--- config.mk ---
export PLATFORM = sky130hd
export DESIGN_NAME = lsdc_led_sleep_ctrl
export DESIGN_NICKNAME = d
export VERILOG_FILES = /design/src/rtl/lsdc_pkg.sv /design/src/rtl/lsdc_led_sleep_ctrl.sv
export SDC_FILE = /design/constraint.sdc
export NUM_CORES = 1
export LEC_CHECK = 0
export ABC_AREA = 1
export BUFFER_PORTS_ARGS = -buffer_cell sky130_fd_sc_hd__buf_4
export CORE_MARGIN = 10
export CORE_UTILIZATION = 30
export DETAILED_ROUTE_END_ITERATION = 10
export PLACE_DENSITY = 0.54
export SYNTH_ARGS = -nofsm -noshare
export SYNTH_HDL_FRONTEND = slang
export SYNTH_SLANG_ARGS = --single-unit
--- constraint.sdc ---
create_clock -name clk_sys -period 4.9 [get_ports clk_sys]
set_input_delay 0.49 -clock clk_sys [delete_from_list [all_inputs] [get_ports clk_sys]]
set_output_delay 0.49 -clock clk_sys [all_outputs]
set_load 0.01 [all_outputs]
--- src/rtl/lsdc_pkg.sv ---
// Shared constants and types for the LED dimming and sleep control block.
// Assumes a single 10 MHz system clock; the RTL block and the bench refer to names here.
package lsdc_pkg;

	localparam int CLK_HZ = 10_000_000;
	localparam int CLK_PER_US = CLK_HZ / 1_000_000;
	localparam int NPIN = 10;

	// Sleep intervals in microseconds, and their cycle counts
	localparam int SLP_US_512HZ = 1950;
	localparam int SLP_US_64HZ = 15600;
	localparam int SLP_US_8HZ = 125000;
	localparam int SLP_US_1HZ = 1000000;
	localparam int SLP_CYC_512HZ = SLP_US_512HZ * CLK_PER_US;
	localparam int SLP_CYC_64HZ = SLP_US_64HZ * CLK_PER_US;
	localparam int SLP_CYC_8HZ = SLP_US_8HZ * CLK_PER_US;
	localparam int SLP_CYC_1HZ = SLP_US_1HZ * CLK_PER_US;
	localparam int SLP_CNT_W = 24;

	// Half period of the flash mode blink
	localparam int FLASH_US = 250000;
	localparam int FLASH_CYC = FLASH_US * CLK_PER_US;
	localparam int FLASH_CNT_W = 22;

	// PWM: 4-bit counter, duty compared against it
	localparam int PWM_W = 4;
	localparam logic [3:0] PWM_TOP = 4'hF;

	// I2C slave
	localparam logic [6:0] I2C_ADDR_RST = 7'h10;
	localparam int CMD_BIT = 7;
	localparam logic [3:0] BITS_PER_BYTE = 4'h8;
	localparam logic [3:0] LAST_TX_BIT = 4'h7;

	typedef enum logic [1:0] {
		DIM_FOLLOW = 2'b00,
		DIM_FLASH = 2'b01,
		DIM_HOLD = 2'b10,
		DIM_TOGGLE = 2'b11
	} lsdc_dim_t;

	typedef enum logic [1:0] {
		PWR_ACTIVE = 2'b00,
		PWR_SLEEP = 2'b01,
		PWR_DEEP = 2'b10
	} lsdc_pwr_t;

	typedef enum logic [1:0] {
		PS_RUN = 2'b00,
		PS_SLEEP = 2'b01,
		PS_SCAN = 2'b10,
		PS_DEEP = 2'b11
	} lsdc_pst_t;

	typedef enum logic [2:0] {
		I2_IDLE = 3'b000,
		I2_ADDR = 3'b001,
		I2_AACK = 3'b010,
		I2_WDAT = 3'b011,
		I2_WACK = 3'b100,
		I2_RDAT = 3'b101,
		I2_RACK = 3'b110
	} lsdc_i2st_t;

	typedef struct packed {
		logic [9:0] pinEn;
		logic [3:0] duty;
		lsdc_dim_t mode;
		logic idleLevel;
	} lsdc_pwmcfg_t;

	typedef struct packed {
		logic en;
		logic intEn;
		logic [3:0] pinSel;
	} lsdc_slpctl_t;

	typedef struct packed {
		logic regWr;
		logic cmd;
		logic [6:0] idx;
		logic [7:0] data;
	} lsdc_i2creq_t;

endpackage

--- src/rtl/lsdc_led_sleep_ctrl.sv ---
// LED dimming PWM, power mode sequencer, sleep-control pin and I2C slave.
// Assumes all inputs synchronous to clk_sys; sensing and register storage sit outside.
// Notes on behaviour
// - Slave address is loaded from a configuration write, not fixed.
// - After the lock flag is set, address writes are ignored.
// - I2C traffic either accesses registers or issues commands.
// - One PWM generator feeds every pin; one shared duty cycle.
// - Each enabled pin drives the PWM wave or a static 0/1.
// - Four dimming modes, one mode common to all pins.
// - Mode one: PWM while pressed, static level while released.
// - Mode two: flash at PWM intensity while pressed.
// - Mode three: keep PWM intensity after press then release.
// - Mode four: toggle level on every press or release edge.
// - Three power modes: active, sleep, deep sleep.
// - Active mode keeps sensing and everything running.
// - Sleep mode: wake on interval, scan sensors, sleep again.
// - Sleep mode also wakes on a GPIO interrupt.
// - Sleep interval is 1.95 ms, 15.6 ms, 125 ms or 1 s.
// - Deep sleep: no sensing or timer; a GPIO interrupt, a low sleep pin or active mode wakes.
// - Sleep timer never ends deep sleep.
// - With sleep enabled one pin is dedicated to sleep control.
// - Host pulls sleep pin low, device wakes and accepts I2C.
// - Sleep pin is selectable and lost for sensing or GPIO use.
// - Sleep pin may also signal a finger press to the host.
// - External reset is active high, pulled down outside.
// - I2C runs at 50, 100 or 400 kHz.
`timescale 1ns/1ps
module lsdc_led_sleep_ctrl #(
	parameter logic [23:0] SLP_CYC_512HZ = 24'(lsdc_pkg::SLP_CYC_512HZ),
	parameter logic [23:0] SLP_CYC_64HZ = 24'(lsdc_pkg::SLP_CYC_64HZ),
	parameter logic [23:0] SLP_CYC_8HZ = 24'(lsdc_pkg::SLP_CYC_8HZ),
	parameter logic [23:0] SLP_CYC_1HZ = 24'(lsdc_pkg::SLP_CYC_1HZ),
	parameter logic [21:0] FLASH_CYC = 22'(lsdc_pkg::FLASH_CYC)
) (
	input wire logic clk_sys,
	input wire logic rst,
	input wire logic sclIn,
	input wire logic sdaIn,
	output logic sdaOut,
	output logic sdaOe_n,
	input wire logic cfgAddrWe,
	input wire logic [6:0] cfgAddr,
	input wire logic cfgAddrLock,
	output logic [6:0] slaveAddr,
	output logic addrLocked,
	output lsdc_pkg::lsdc_i2creq_t i2cReq,
	output logic [6:0] regRdIdx,
	input wire logic [7:0] regRdData,
	input wire lsdc_pkg::lsdc_pwmcfg_t pwmCfg,
	input wire lsdc_pkg::lsdc_pwr_t pwrMode,
	input wire logic [1:0] slpIntSel,
	input wire lsdc_pkg::lsdc_slpctl_t slpCtl,
	input wire logic [9:0] btnPressed,
	input wire logic [9:0] gpioIn,
	input wire logic gpioWake,
	output logic [9:0] gpioOut,
	output logic [9:0] gpioOe_n,
	output logic scanReq,
	input wire logic scanDone,
	output logic senseOn,
	output lsdc_pkg::lsdc_pst_t pwrState
);

	function automatic logic [9:0] lsdc_onehot(input logic en, input logic [3:0] sel);
		lsdc_onehot = '0;
		if (en && sel < 4'(lsdc_pkg::NPIN)) begin
			lsdc_onehot[sel] = 1'b1;
		end
	endfunction

	logic [6:0] addr_ff;
	logic lock_ff;
	logic sclPrev_ff, sdaPrev_ff;
	lsdc_pkg::lsdc_i2st_t i2St_ff;
	logic [3:0] bitCnt_ff;
	logic [7:0] shift_ff, txByte_ff;
	logic sdaDrv_ff, rw_ff, first_ff;
	logic [6:0] idx_ff;
	lsdc_pkg::lsdc_i2creq_t req_ff;
	logic [3:0] pwmCnt_ff;
	lsdc_pkg::lsdc_pwmcfg_t actCfg_ff;
	logic [21:0] flashCnt_ff;
	logic flashPhase_ff;
	logic [9:0] btnPrev_ff, holdOn_ff, toggleOn_ff;
	logic [9:0] gpioOut_ff, gpioOe_n_ff;
	lsdc_pkg::lsdc_pst_t pst_ff;
	logic [23:0] slpCnt_ff, slpLimit;
	logic scanReq_ff;
	logic sclRise, sclFall, startCond, stopCond, awake;
	logic pwmWave, anyPress, scLow, wakeAny;
	logic [9:0] scMask, lit;

	// Slave address and its lock
	always_ff @(posedge clk_sys) begin
		if (rst) begin
			addr_ff <= lsdc_pkg::I2C_ADDR_RST;
			lock_ff <= 1'b0;
		end else begin
			if (cfgAddrLock) begin
				lock_ff <= 1'b1;
			end
			if (cfgAddrWe && !lock_ff) begin
				addr_ff <= cfgAddr;
			end
		end
	end

	assign slaveAddr = addr_ff;
	assign addrLocked = lock_ff;

	// I2C line edges; scl is slow against clk_sys at every supported rate
	always_ff @(posedge clk_sys) begin
		if (rst) begin
			sclPrev_ff <= 1'b1;
			sdaPrev_ff <= 1'b1;
		end else begin
			sclPrev_ff <= sclIn;
			sdaPrev_ff <= sdaIn;
		end
	end

	assign sclRise = sclIn && !sclPrev_ff;
	assign sclFall = !sclIn && sclPrev_ff;
	assign startCond = sclIn && sclPrev_ff && sdaPrev_ff && !sdaIn;
	assign stopCond = sclIn && sclPrev_ff && !sdaPrev_ff && sdaIn;
	assign awake = (pst_ff == lsdc_pkg::PS_RUN);

	// Slave engine; first write byte picks a command or a register index
	always_ff @(posedge clk_sys) begin
		if (rst) begin
			i2St_ff <= lsdc_pkg::I2_IDLE;
			bitCnt_ff <= 4'h0;
			shift_ff <= 8'h00;
			txByte_ff <= 8'h00;
			sdaDrv_ff <= 1'b0;
			rw_ff <= 1'b0;
			first_ff <= 1'b0;
			idx_ff <= 7'h00;
			req_ff <= '0;
		end else begin
			req_ff.regWr <= 1'b0;
			req_ff.cmd <= 1'b0;
			if (!awake || stopCond) begin
				i2St_ff <= lsdc_pkg::I2_IDLE;
				sdaDrv_ff <= 1'b0;
			end else if (startCond) begin
				i2St_ff <= lsdc_pkg::I2_ADDR;
				bitCnt_ff <= 4'h0;
				sdaDrv_ff <= 1'b0;
			end else begin
				case (i2St_ff)
					lsdc_pkg::I2_ADDR, lsdc_pkg::I2_WDAT: begin
						if (sclRise) begin
							shift_ff <= {shift_ff[6:0], sdaIn};
							bitCnt_ff <= bitCnt_ff + 4'h1;
						end else if (sclFall && bitCnt_ff == lsdc_pkg::BITS_PER_BYTE) begin
							if (i2St_ff == lsdc_pkg::I2_ADDR) begin
								if (shift_ff[7:1] == addr_ff) begin
									i2St_ff <= lsdc_pkg::I2_AACK;
									sdaDrv_ff <= 1'b1;
									rw_ff <= shift_ff[0];
								end else begin
									i2St_ff <= lsdc_pkg::I2_IDLE;
								end
							end else begin
								i2St_ff <= lsdc_pkg::I2_WACK;
								sdaDrv_ff <= 1'b1;
								first_ff <= 1'b0;
								req_ff.data <= shift_ff;
								if (first_ff && shift_ff[lsdc_pkg::CMD_BIT]) begin
									req_ff.cmd <= 1'b1;
									req_ff.idx <= shift_ff[6:0];
								end else if (first_ff) begin
									idx_ff <= shift_ff[6:0];
								end else begin
									req_ff.regWr <= 1'b1;
									req_ff.idx <= idx_ff;
									idx_ff <= idx_ff + 7'h01;
								end
							end
						end
					end
					lsdc_pkg::I2_AACK: begin
						if (sclFall) begin
							bitCnt_ff <= 4'h0;
							if (rw_ff) begin
								i2St_ff <= lsdc_pkg::I2_RDAT;
								txByte_ff <= regRdData;
								sdaDrv_ff <= !regRdData[7];
							end else begin
								i2St_ff <= lsdc_pkg::I2_WDAT;
								sdaDrv_ff <= 1'b0;
								first_ff <= 1'b1;
							end
						end
					end
					lsdc_pkg::I2_WACK: begin
						if (sclFall) begin
							i2St_ff <= lsdc_pkg::I2_WDAT;
							sdaDrv_ff <= 1'b0;
							bitCnt_ff <= 4'h0;
						end
					end
					lsdc_pkg::I2_RDAT: begin
						if (sclFall) begin
							if (bitCnt_ff == lsdc_pkg::LAST_TX_BIT) begin
								i2St_ff <= lsdc_pkg::I2_RACK;
								sdaDrv_ff <= 1'b0;
								idx_ff <= idx_ff + 7'h01;
							end else begin
								bitCnt_ff <= bitCnt_ff + 4'h1;
								txByte_ff <= {txByte_ff[6:0], 1'b0};
								sdaDrv_ff <= !txByte_ff[6];
							end
						end
					end
					lsdc_pkg::I2_RACK: begin
						if (sclRise && sdaIn) begin
							i2St_ff <= lsdc_pkg::I2_IDLE;
						end else if (sclFall) begin
							i2St_ff <= lsdc_pkg::I2_RDAT;
							bitCnt_ff <= 4'h0;
							txByte_ff <= regRdData;
							sdaDrv_ff <= !regRdData[7];
						end
					end
					default: begin
						i2St_ff <= lsdc_pkg::I2_IDLE;
					end
				endcase
			end
		end
	end

	// Open drain: only ever pulls low
	assign sdaOut = 1'b0;
	assign sdaOe_n = !sdaDrv_ff;
	assign i2cReq = req_ff;
	assign regRdIdx = idx_ff;

	// Shared PWM; config snapped at the period end to avoid runt pulses
	always_ff @(posedge clk_sys) begin
		if (rst) begin
			pwmCnt_ff <= 4'h0;
			actCfg_ff <= '0;
		end else begin
			pwmCnt_ff <= pwmCnt_ff + 4'h1;
			if (pwmCnt_ff == lsdc_pkg::PWM_TOP) begin
				actCfg_ff <= pwmCfg;
			end
		end
	end

	assign pwmWave = (pwmCnt_ff < actCfg_ff.duty);

	always_ff @(posedge clk_sys) begin
		if (rst) begin
			flashCnt_ff <= 22'h000000;
			flashPhase_ff <= 1'b0;
		end else if (flashCnt_ff >= FLASH_CYC - 22'h000001) begin
			flashCnt_ff <= 22'h000000;
			flashPhase_ff <= !flashPhase_ff;
		end else begin
			flashCnt_ff <= flashCnt_ff + 22'h000001;
		end
	end

	// Per-pin button history for hold and toggle modes
	always_ff @(posedge clk_sys) begin
		if (rst) begin
			btnPrev_ff <= '0;
			holdOn_ff <= '0;
			toggleOn_ff <= '0;
		end else begin
			btnPrev_ff <= btnPressed;
			holdOn_ff <= holdOn_ff | (btnPrev_ff & ~btnPressed);
			toggleOn_ff <= toggleOn_ff ^ (btnPrev_ff ^ btnPressed);
		end
	end

	always_comb begin
		case (actCfg_ff.mode)
			lsdc_pkg::DIM_FOLLOW: lit = btnPressed;
			lsdc_pkg::DIM_FLASH: lit = btnPressed & {10{flashPhase_ff}};
			lsdc_pkg::DIM_HOLD: lit = btnPressed | holdOn_ff;
			lsdc_pkg::DIM_TOGGLE: lit = toggleOn_ff;
			default: lit = btnPressed;
		endcase
	end

	assign scMask = lsdc_onehot(slpCtl.en, slpCtl.pinSel);
	assign anyPress = |(btnPressed & ~scMask);
	// Own pull-down on the sleep pin must not count as a host wake
	assign scLow = |(scMask & ~gpioIn & gpioOe_n_ff);

	always_ff @(posedge clk_sys) begin
		if (rst) begin
			gpioOut_ff <= '0;
			gpioOe_n_ff <= '1;
		end else begin
			for (int i = 0; i < lsdc_pkg::NPIN; i++) begin
				if (scMask[i]) begin
					gpioOut_ff[i] <= 1'b0;
					gpioOe_n_ff[i] <= !(slpCtl.intEn && anyPress);
				end else if (actCfg_ff.pinEn[i]) begin
					gpioOut_ff[i] <= lit[i] ? pwmWave : actCfg_ff.idleLevel;
					gpioOe_n_ff[i] <= 1'b0;
				end else begin
					gpioOut_ff[i] <= 1'b0;
					gpioOe_n_ff[i] <= 1'b1;
				end
			end
		end
	end

	assign gpioOut = gpioOut_ff;
	assign gpioOe_n = gpioOe_n_ff;

	always_comb begin
		case (slpIntSel)
			2'b00: slpLimit = SLP_CYC_512HZ;
			2'b01: slpLimit = SLP_CYC_64HZ;
			2'b10: slpLimit = SLP_CYC_8HZ;
			default: slpLimit = SLP_CYC_1HZ;
		endcase
	end

	assign wakeAny = gpioWake || scLow || (pwrMode == lsdc_pkg::PWR_ACTIVE);

	// Power sequencer; sleep only entered with the slave idle
	always_ff @(posedge clk_sys) begin
		if (rst) begin
			pst_ff <= lsdc_pkg::PS_RUN;
			slpCnt_ff <= 24'h000000;
			scanReq_ff <= 1'b0;
		end else begin
			scanReq_ff <= 1'b0;
			case (pst_ff)
				lsdc_pkg::PS_RUN: begin
					slpCnt_ff <= 24'h000000;
					if (!scLow && !gpioWake && i2St_ff == lsdc_pkg::I2_IDLE) begin
						if (pwrMode == lsdc_pkg::PWR_SLEEP) begin
							pst_ff <= lsdc_pkg::PS_SLEEP;
						end else if (pwrMode != lsdc_pkg::PWR_ACTIVE) begin
							pst_ff <= lsdc_pkg::PS_DEEP;
						end
					end
				end
				lsdc_pkg::PS_SLEEP: begin
					if (wakeAny) begin
						pst_ff <= lsdc_pkg::PS_RUN;
					end else if (slpCnt_ff >= slpLimit - 24'h000001) begin
						pst_ff <= lsdc_pkg::PS_SCAN;
						scanReq_ff <= 1'b1;
						slpCnt_ff <= 24'h000000;
					end else begin
						slpCnt_ff <= slpCnt_ff + 24'h000001;
					end
				end
				lsdc_pkg::PS_SCAN: begin
					if (wakeAny) begin
						pst_ff <= lsdc_pkg::PS_RUN;
					end else if (scanDone) begin
						pst_ff <= lsdc_pkg::PS_SLEEP;
					end
				end
				default: begin
					slpCnt_ff <= 24'h000000;
					if (wakeAny) begin
						pst_ff <= lsdc_pkg::PS_RUN;
					end
				end
			endcase
		end
	end

	assign scanReq = scanReq_ff;
	assign senseOn = (pst_ff == lsdc_pkg::PS_RUN) || (pst_ff == lsdc_pkg::PS_SCAN);
	assign pwrState = pst_ff;
endmodule

---- Word level (Yosys, flattened, before mapping) ----
Cells that the tools add are included.
storage, ports and cells
  register bits ........................... 180
  input bits .............................. 70
  logic and storage cells ................. 315
cells by class
  add/subtract/negate cells ............... 6
  $lt $le $gt $ge ......................... 6
  equal/unequal tests ..................... 49
  multiplexer cells ....................... 105
  bitwise logic cells ..................... 30
  reduce and logical (&&, ||, !) cells .... 78
operator list
  kind                                                        number
  2-to-1 mux 7 bit                                            15
  case mux 24 bit (3 select lines)                            1
  2-to-1 mux 1 bit                                            51
  bitwise AND 10 bit                                          5
  2-to-1 mux 24 bit                                           2
  case mux 24 bit (2 select lines)                            1
  case mux 10 bit (4 select lines)                            1
  != test 3 bit (second input constant)                       13
  OR reduction 3 bit                                          12
  2-to-1 mux 3 bit                                            10
  NOT 10 bit                                                  3
  != test 2 bit (second input constant)                       14
  AND reduction 7 bit                                         4
  AND reduction 9 bit                                         3
  adder 24 x 1 -> 24 bit (second input constant)              1
  greater-or-equal comparator 24 bit                          1
  2-to-1 mux 4 bit                                            6
  subtractor 24 x 1 -> 24 bit (second input constant)         1
  adder 22 x 1 -> 22 bit (second input constant)              1
  greater-or-equal comparator 22 bit (second input constant)  1
  case mux 7 bit (3 select lines)                             1
  bitwise OR 10 bit                                           2
  OR reduction 10 bit                                         2
  XOR 10 bit                                                  2
  44 further kinds                                            121

---- Logic depth before layout (Yosys ltp) ----
Gate-level depths: netlist of run 1.
  depth after elaboration ................. 13
  depth in mapped cells ................... 16
  depth with buffers taken out ............ 16

---- Least setup slack after synthesis of run 1 ----
No wires, ideal clock.
  kind .................................... input to register
  start ................................... input port slpIntSel[0]
  end ..................................... register slpCnt_ff[4]
  setup time .............................. 0.078 ns
  arrival ................................. 2.387 ns
  data required time ...................... 4.822 ns
  setup slack ............................. 2.435 ns
  stages .................................. 14
  path buffers ............................ 0
  cells stage by stage .................... inv_1 > ha_1 > inv_1 > ha_1 > a21o_1 > nand3_1 > a21oi_1 > nor2_1 > nand2_1 > nor2_1 > nand2_1 > nand2_1 > nand2_2 > nor3_1
on the way
  cells in the longest elaborated chain, start to end .. 7
  elaborated cells between the ends (all ways) .. 9
ends and longest elaborated chain
  element                                      line                        text
  start, declared                              lsdc_led_sleep_ctrl.sv:51   input wire logic [1:0] slpIntSel,
  == test 2 bit, or another cell as far along  lsdc_led_sleep_ctrl.sv:320  case (slpIntSel)
  case mux 24 bit (3 select lines) *           lsdc_led_sleep_ctrl.sv:320
  subtractor 24 x 1 -> 24 bit *                lsdc_led_sleep_ctrl.sv:352  end else if (slpCnt_ff >= slpLimit - 24'h000001) begin
  greater-or-equal comparator 24 bit *         lsdc_led_sleep_ctrl.sv:352
  2-to-1 mux 24 bit *                          lsdc_led_sleep_ctrl.sv:352
  2-to-1 mux 24 bit *                          lsdc_led_sleep_ctrl.sv:350  if (wakeAny) begin
  case mux 24 bit (2 select lines) *           lsdc_led_sleep_ctrl.sv:338  case (pst_ff)
  end signal, assigned                         lsdc_led_sleep_ctrl.sv:357  slpCnt_ff <= slpCnt_ff + 24'h000001;
  end, declared                                lsdc_led_sleep_ctrl.sv:87   logic [23:0] slpCnt_ff, slpLimit;
Mark *: on every way between the ends. The rest lies on a longest branch, timed or not. The select of a mux whose other input is x is not followed.
A chain may end at the register's enable or synchronous reset.

---- Worst setup path in the final report of run 1 ----
  start ................................... input port slpIntSel[0]
  end ..................................... register slpCnt_ff[11]
The elaborated chain is that of the path after synthesis.

==> metrics.md, run 1 <==
| Metric | Value |
|---|---|
| Outcome | `complete, no violations` |
| Arrival @ worst endpoint | `~3 ns` |
| Drt total wl | `between 20000 and 30000 µm` |
| CTS sink count | `180` |
| Initial antenna violation count | `0` |
| Worst-path clk slew | `roughly 0.070 ns` |
| Actual slew at the worst max-slew pin | `0.913 ns` |
| Htree depth | `4` |
| Initial drt markers | `around 560` |
| Sequential-to-total area share from yosys stat | `38.6%` |
| Num rows | `64` |
| Routed len/inst | `between 10 and 15 µm` |
| Flop pwr share | `between 40 and 50%` |
| Crit Reg-Reg Startpoint | `pwrState[0]$_SDFFE_PP0P_` |
| Startpoint types | `primary input` |
| Critical path class | `primary input to flip-flop` |
| Number of synthesized register bits | `between 150 and 200` |
| R2R setup slack | `between 2 and 2.5 ns` |
| Reg2reg path depth | `9` |
| PortBufs | `around 130` |
| Setup ws final | `2.25 ns` |
| Syn-to-layout area delta | `20.0%` |
| Layout cells sized above 1 | `between 10% and 20%` |
| Core box area | `between 30000 and 40000 µm²` |
| Top achievable clock speed | `around 380 MHz` |
| Fin crit share | `between 50% and 60%` |
| P_int | `about 2.4 mW` |
| Setup bufs post-CTS | `0` |
| Max Cap Viol | `0` |
| Root buffer cell | `clkbuf_16` |
| Via count | `~8700` |
| Final setup fails | `0` |
| Nets | `approximately 1500` |
| Pre-Repair DR Iteration Count | `5` |
| Final GP Congestion | `slightly above 0.9` |
| Number of global-route vias before repair | `approximately 8500` |
| Worst Skew | `between 0.01 and 0.015 ns` |
| Largest net degree at the start of global routing | `63` |
| Num CTS Buffers | `17` |
| Number of enable flip-flop cells after synthesis | `0` |
| Max VDD drop | `around 0.0002 V` |
| Die width | `a little under 200 µm` |
| Post-CTS Resized | `0` |
| Post-DP Area | `roughly 11000 µm²` |
| First-pass GRT wire length | `~44000 µm` |
| Post-synth top flop | `dfxtp_1` |
| Netlist cell types | `48` |
| Antenna cells | `0` |
| Hold Fails Final Rpt | `0` |
| Clock share of power | `around 38%` |
| Overflow after GRT | `0` |
| Global-route usage over all layers | `between 10% and 20%` |
| Antenna Nets Post-Route | `0` |
| Post-DP HPWL | `about 20000 µm` |
| Slew headroom | `about two fifths` |
| Setup TNS | `0 ns` |
| # fillers | `3279` |
| Data required, critical path | `approximately 5.3 ns` |
| Initial Utilization | `30.4%` |
| WHS | `between 0.2 and 0.3 ns` |
| Clk_lat worst skew | `~0.44 ns` |
| Reg-to-reg endpoint | `i2cReq[9]$_SDFFE_PP0P_` |
| Switching Fraction | `between 30% and 40%` |
| Hold-fix buffers at CTS | `0` |
| Cells after synthesis | `1300` |
| Via/cell ratio | `approximately 4.7` |
| Net switching power figure | `1.14 mW` |
| Commonest non-fill, non-tap cell in the layout | `nand2_1` |
| CTS tree | `built` |
| Mapped Avg Cell Area | `between 7 and 8 µm²` |
| Pins Over Slew Limit | `0` |
| Logic gate share of total power | `between 15 and 20%` |
| Post-route cell area | `11200 µm²` |
| Hold WC Path Type | `primary input to flip-flop` |
| Die height | `roughly 200 µm` |
| RSZ-0062 raised after global routing | `no` |
| Async SR Flop Fraction | `0%` |
| Max Fanout on Critical Path | `8` |
| Longest Clk Path Bufs | `2` |
| CP startpoint | `slpIntSel[0]` |
| Leak | `between 4 and 5 nW` |
| Most frequent cells in the layout | `222 x nand2_1, 197 x nor2_1, 180 x dfxtp_1` |
| Drt drc | `0` |
| Pwr Density | `~320 nW/µm²` |
| Post-Syn Area | `around 9300 µm²` |
| Endpoint type of the worst setup path | `flip-flop` |
| I/O Pins | `approximately 130` |
| Yosys warning count | `0` |
| Die area | `38500 µm²` |
| Dpl ws | `1.77 ns` |
| Fin crit period | `between 2 and 3 ns` |
| Crit path to | `slpCnt_ff[11]$_SDFFE_PP0P_` |
==> registers in the layout, indices dropped and copies added, names as in the netlist, 2 cells and up <==
name         flops
txByte_ff        7
shift_ff         8
actCfg_ff       17
holdOn_ff       10
pwrState         2
i2cReq          17
slaveAddr        7
gpioOe_n        10
gpioOut         10
regRdIdx         7
btnPrev_ff      10
bitCnt_ff        4
toggleOn_ff     10
flashCnt_ff     22
slpCnt_ff       24
pwmCnt_ff        4
i2St_ff          3
==> layer usage <==
metal / routed length, µm / GRT usage, % / up-vias
li1: - / - / 4493
met1: 12900 / 18.2 / 3938
met2: 12200 / 22.6 / 205
met3: 1430 / 3.16 / 24
met4: 346 / 3.99 / 0
met5: 0 / 0 / -
==> metrics by stage <==
stage | utilization [%] | std cells | total power, mW
global route | 36.5 | 1824 | 3.76
finish | 36.5 | 1824 | 3.56
detailed placement | 34.7 | 1792 | 2.26
CTS | 36.5 | 1824 | 3.61
floorplan | - | 1302 | 2.05
global placement | 34.7 | 1792 | 2.26
==> kinds of logic after synthesis <==
group	after synthesis	synth area share (%)
other cells	2	0.0805
buf+inv	194	8.18
fa+ha+maj	51	6.84
simple gates	590	27.8
compound gates	238	14.3
xor+xnor	45	4.23
flops	180	38.6
==> worst min-delay path by stage <==
stage                                from                         end  cells past startpoint  slack [ns]
6_report                       cfgAddr[4]   slaveAddr[4]$_SDFFE_PP1P_                      3        0.25
5_1_grt                        cfgAddr[4]   slaveAddr[4]$_SDFFE_PP1P_                      3        0.24
4_1_cts                        cfgAddr[4]   slaveAddr[4]$_SDFFE_PP1P_                      3        0.23
3_5_place_dp    actCfg_ff[3]$_SDFFE_PP0N_   actCfg_ff[3]$_SDFFE_PP0N_                      2        0.45
3_3_place_gp    actCfg_ff[3]$_SDFFE_PP0N_   actCfg_ff[3]$_SDFFE_PP0N_                      2        0.44
2_1_floorplan  actCfg_ff[10]$_SDFFE_PP0N_  actCfg_ff[10]$_SDFFE_PP0N_                      2        0.42
==> worst max-delay path, cell delays in order <==
cell and delay (ns):
buf_4 0.10, inv_1 0.09, ha_1 0.34, inv_1 0.06, ha_1 0.28, a21o_1 0.18
nand3_1 0.06, a21oi_1 0.06, nor2_1 0.10, nand2_1 0.05, nor2_1 0.50, inv_1 0.30
nor2_1 0.16, nand3_1 0.08, a21oi_1 0.15
==> cell type report <==
cell class	instances	area, µm²	share of cell area [%]
clock inverter	15	136	1.22
tap	396	495	4.43
multi-input combinational	928	4970	44.4
clock buffer	17	425	3.80
sequential	180	3600	32.2
inverter	159	597	5.33
timing repair buffer	129	968	8.65
==> power groups by stage <==
stage	Sequential, mW	Clock [mW]	Combinational (mW)
final	1.58	1.33	0.637
after floorplan	1.61	0	0.448
after detailed placement	1.62	0	0.646
after global placement	1.62	0	0.640
after global routing	1.59	1.43	0.733
after CTS	1.58	1.38	0.649
==> synthesized netlist by cell type (4+ instances only) <==
master     instances  area share (%)
buf_2              7            0.38
o21ai_2            4            0.38
nand4_1           23             1.5
inv_1            149             6.0
o22ai_1            6            0.40
a31oi_1           15             1.0
nor4_1             7            0.47
nand2_1          222             8.9
nand3_1           58             3.1
xnor2_1           14             1.3
ha_1              51             6.8
o21ai_0           75             4.0
nor2_2             8            0.54
dfxtp_1          180              39
a211oi_1          17             1.4
clkbuf_1          22            0.89
nand2_2            4            0.27
nor2_1           197             7.9
nor3b_1            5            0.40
a21oi_1          103             5.5
o2111ai_1          4            0.38
inv_2              7            0.28
nor3_1            46             2.5
nand3_2            4            0.43
xor2_1            31             2.9
Note: power is estimated with default switching activity, not from simulation.
==> run 2, diff against run 1 <==
ABC_AREA = 0   (was 1)
PLACE_DENSITY = 0.56   (was 0.54)
clock period = 2.3 ns   (was 4.9 ns; I/O delays follow)
==> metrics.md, run 2 <==
| Metric | Value |
|---|---|
| Longest Clk Path Bufs | `2 (unchanged)` |
| Num rows | `62 (-3.1%)` |
| R2R setup slack | `0.14 ns (-2.12 ns)` |
| Startpoint types | `flip-flop` |
| CTS sink count | `180 (unchanged)` |
| Mapped Avg Cell Area | `8.31 µm² (+16%)` |
| Core box area | `28900 µm² (-5.9%)` |
| Worst hold path depth | `3 (unchanged)` |
| I/O Pins | `128 (unchanged)` |
| Drt total wl | `24900 µm (-7.4%)` |
| Antenna Nets Post-Route | `0 (unchanged)` |
| Antenna cells | `0 (unchanged)` |
| Initial Utilization | `30.6% (+0.21 points)` |
| Post-route cell area | `11300 µm² (+0.82%)` |
| First-pass GRT wire length | `40200 µm (-9.4%)` |
| Pins Over Slew Limit | `0 (unchanged)` |
| Post-Syn Area | `8840 µm² (-5.2%)` |
| Actual slew at the worst max-slew pin | `0.688 ns (-0.225 ns)` |
| Num CTS Buffers | `17 (unchanged)` |
| Routed len/inst | `15.2 µm (+3.4%)` |
| Hold_sp | `cfgAddr[2]` |
| Most frequent cell after synthesis | `dfxtp_1` |
| Fin crit period | `2.16 ns` |
| Crit Reg-Reg Startpoint | `bitCnt_ff[1]$_SDFFE_PP0P_` |
| Cells after synthesis | `1063 (-18%)` |
| Post-synthesis compound-gate area fraction | `12.8% (-1.5 points)` |
| Outcome | `complete, no violations` |
| Arrival @ worst endpoint | `2.51 ns (-0.50 ns)` |
| Sequential-to-total area share from yosys stat | `40.8% (+2.1 points)` |
| Leak | `4.56 nW (-4.1%)` |
| PortBufs | `126 (unchanged)` |
| Most frequent cells in the layout | `195 x buf_4, 175 x dfxtp_1, 171 x nor2_1` |
| Clk_lat worst skew | `0.43 ns (about the same)` |
| Final std cells w/o fill | `1632 (-11%)` |
| Root buffer cell | `clkbuf_16` |
| Leading area contributor after synthesis | `dfxtp_1` |
| Number of global-route vias before repair | `7661 (-10%)` |
| Global-route usage over all layers | `13.3% (-0.62 points)` |
| Max Cap Viol | `0 (unchanged)` |
| Synth top area cells | `dfxtp_1 41%, nor2_1 7.3%, ha_1 7.2%` |
| Via/cell ratio | `4.83 (+1.7%)` |
| Worst Skew | `0.0119 ns (-0.00274 ns)` |
| Regs by FF count | `slpCnt_ff x24, flashCnt_ff x22` |
| Drt drc | `0 (unchanged)` |
| Reg-to-reg endpoint | `regRdIdx[0]$_SDFFE_PP0P_` |
| Critical path class | `flip-flop to flip-flop` |
| Initial antenna violation count | `0 (unchanged)` |
| Syn-to-layout area delta | `27.7%` |
| Largest net degree at the start of global routing | `43 (-32%)` |
| WHS | `0.0392 ns (-0.214 ns)` |
| RSZ-0062 raised after global routing | `no` |
| Post-synth top flop | `dfxtp_1` |
| Synth Area in Adders | `7.22% (+0.38 points)` |
| Yosys warning count | `0 (unchanged)` |
| Fin crit share | `between 90% and 100%` |
| Pwr Density | `668 nW/µm² (+110%)` |
| Pre-Repair DR Iteration Count | `5 (unchanged)` |
| Dpl ws | `-0.253 ns (-2.03 ns)` |
| Via count | `7880 (-9.0%)` |
| Synth cell count leaders | `180 x dfxtp_1, 171 x nor2_1, 115 x nand2_1` |
| Post-DP HPWL | `18600 µm (-8.8%)` |
| Data required, critical path | `2.66 ns (-2.60 ns)` |
| Largest reg by FF count | `slpCnt_ff` |
| Dpl cells | `1597 (-11%)` |
| Initial drt markers | `437 (-22%)` |
| Final GP Congestion | `0.868 (-4.5%)` |
| Max Fanout on Critical Path | `4 (-4)` |
| Layout cells sized above 1 | `21.2% (+7.0 points)` |
| Htree depth | `4 (unchanged)` |
| Worst-path clk slew | `0.08 ns (about the same)` |
| Overflow after GRT | `0 (unchanged)` |
| Max VDD drop | `0.000549 V (+170%)` |
| Endpoint type of the worst setup path | `flip-flop` |
| Top achievable clock speed | `around 460 MHz` |
| Die width | `192 µm (-2.4%)` |
| Post-DP Area | `10600 µm² (-0.20%)` |
| Largest family of logic cells by synthesized area | `simple AND/OR/NAND/NOR gates` |
| Die area | `36700 µm² (-4.7%)` |
| Hold WC Path Type | `primary input to flip-flop` |
| Yosys top cell area share | `40.8% (+2.1 points)` |
| Async SR Flop Fraction | `0% (unchanged)` |
| CTS tree | `built` |
| Commonest non-fill, non-tap cell in the layout | `buf_4` |
| Nets | `1356 (-12%)` |
| Number of synthesized register bits | `180 (unchanged)` |
| Netlist cell types | `67 (+40%)` |
| Final setup fails | `0 (unchanged)` |
| Slew headroom | `54.1% (+15 points)` |
| Share of synthesized area spent on multiplexers | `3.06% (+3.1 points)` |
| Max reg flops | `24 (unchanged)` |
| Number of enable flip-flop cells after synthesis | `0 (unchanged)` |
| Setup ws final | `0.144 ns (-2.11 ns)` |
| Hold Fails Final Rpt | `0 (unchanged)` |
| Min-Delay Endpoint | `slaveAddr[2]$_SDFFE_PP0P_` |
| Reg2reg path depth | `7 (-2)` |
| Die height | `192 µm (-2.4%)` |
| Post-synthesis simple-gate area fraction | `25.7% (-2.1 points)` |
| Post-Synth XOR/XNOR Area | `6.14% (+1.9 points)` |
-- run 2: critical path, cell delays in order, from the launching register on --
cell and delay (ns):
dfxtp_1 0.38, ha_1 0.21, nand2_1 0.06, o21bai_1 0.18
nand2_1 0.13, or4_1 0.59, or3_1 0.38, a31oi_1 0.16
-- run 2: through the flow --
| step | power (mW) | TNS [ns] | utilization, % |
|---|---|---|---|
| 6_report | 7.54 | 0 | 39.1 |
| 5_1_grt | 7.94 | 0 | 39.1 |
| 4_1_cts | 7.63 | 0 | 39.0 |
| 3_5_place_dp | 4.64 | -4.55 | 36.8 |
| 3_3_place_gp | 4.64 | -2.37 | 36.8 |
| 2_1_floorplan | 4.14 | 0 | - |
-- run 2: how the worst max path moves through the flow --
stage / from / endpoint / cells after the start
floorplan: slpIntSel[0] / pwrState[1]$_SDFFE_PP0P_ / 11
global placement: slpIntSel[0] / pwrState[0]$_SDFFE_PP0P_ / 12
detailed placement: slpIntSel[0] / pwrState[1]$_SDFFE_PP0P_ / 12
CTS: pwrState[1]$_SDFFE_PP0P_ / pwrState[1]$_SDFFE_PP0P_ / 9
global route: bitCnt_ff[1]$_SDFFE_PP0P_ / regRdIdx[0]$_SDFFE_PP0P_ / 7
finish: bitCnt_ff[1]$_SDFFE_PP0P_ / regRdIdx[0]$_SDFFE_PP0P_ / 7
-- run 2: area by class of cell --
type / count / area (µm²)
Clock buffer: 17 / 425
Clock inverter: 15 / 184
Fill cell: 2960 / 17600
Inverter: 43 / 161
Multi-Input combinational cell: 794 / 4900
Sequential cell: 180 / 3610
Tap cell: 384 / 480
Timing Repair Buffer: 199 / 1520
-- run 2: where the power goes --
part / internal (mW) / switching, mW / total (mW)
combinational: 0.568 / 0.735 / 1.30
clock: 1.48 / 1.47 / 2.95
sequential: 3.21 / 0.0773 / 3.29
-- run 2: logic make-up (layout without fill, tap and decap cells) --
logic type,after synthesis,count (layout)
simple gates,472,472
xor+xnor,62,62
compound gates,178,178
fa+ha+maj,51,51
other cells,2,4
mux,27,27
flops,180,180
buf+inv,91,274
-- run 2: repair_timing --
item                                    in CTS  in global routing
endpoints found under the setup margin       0                 32
hold endpoints to repair                     2                  0
buffers inserted                             0                  1
hold buffers                                 2                  0
gates resized for setup                      0                 12
-- run 2: layer usage --
layer	wire length, µm	global-route usage, %
met1	11900	17.9
met5	0	0
met2	11400	21.1
met3	1210	2.99
met4	297	3.67
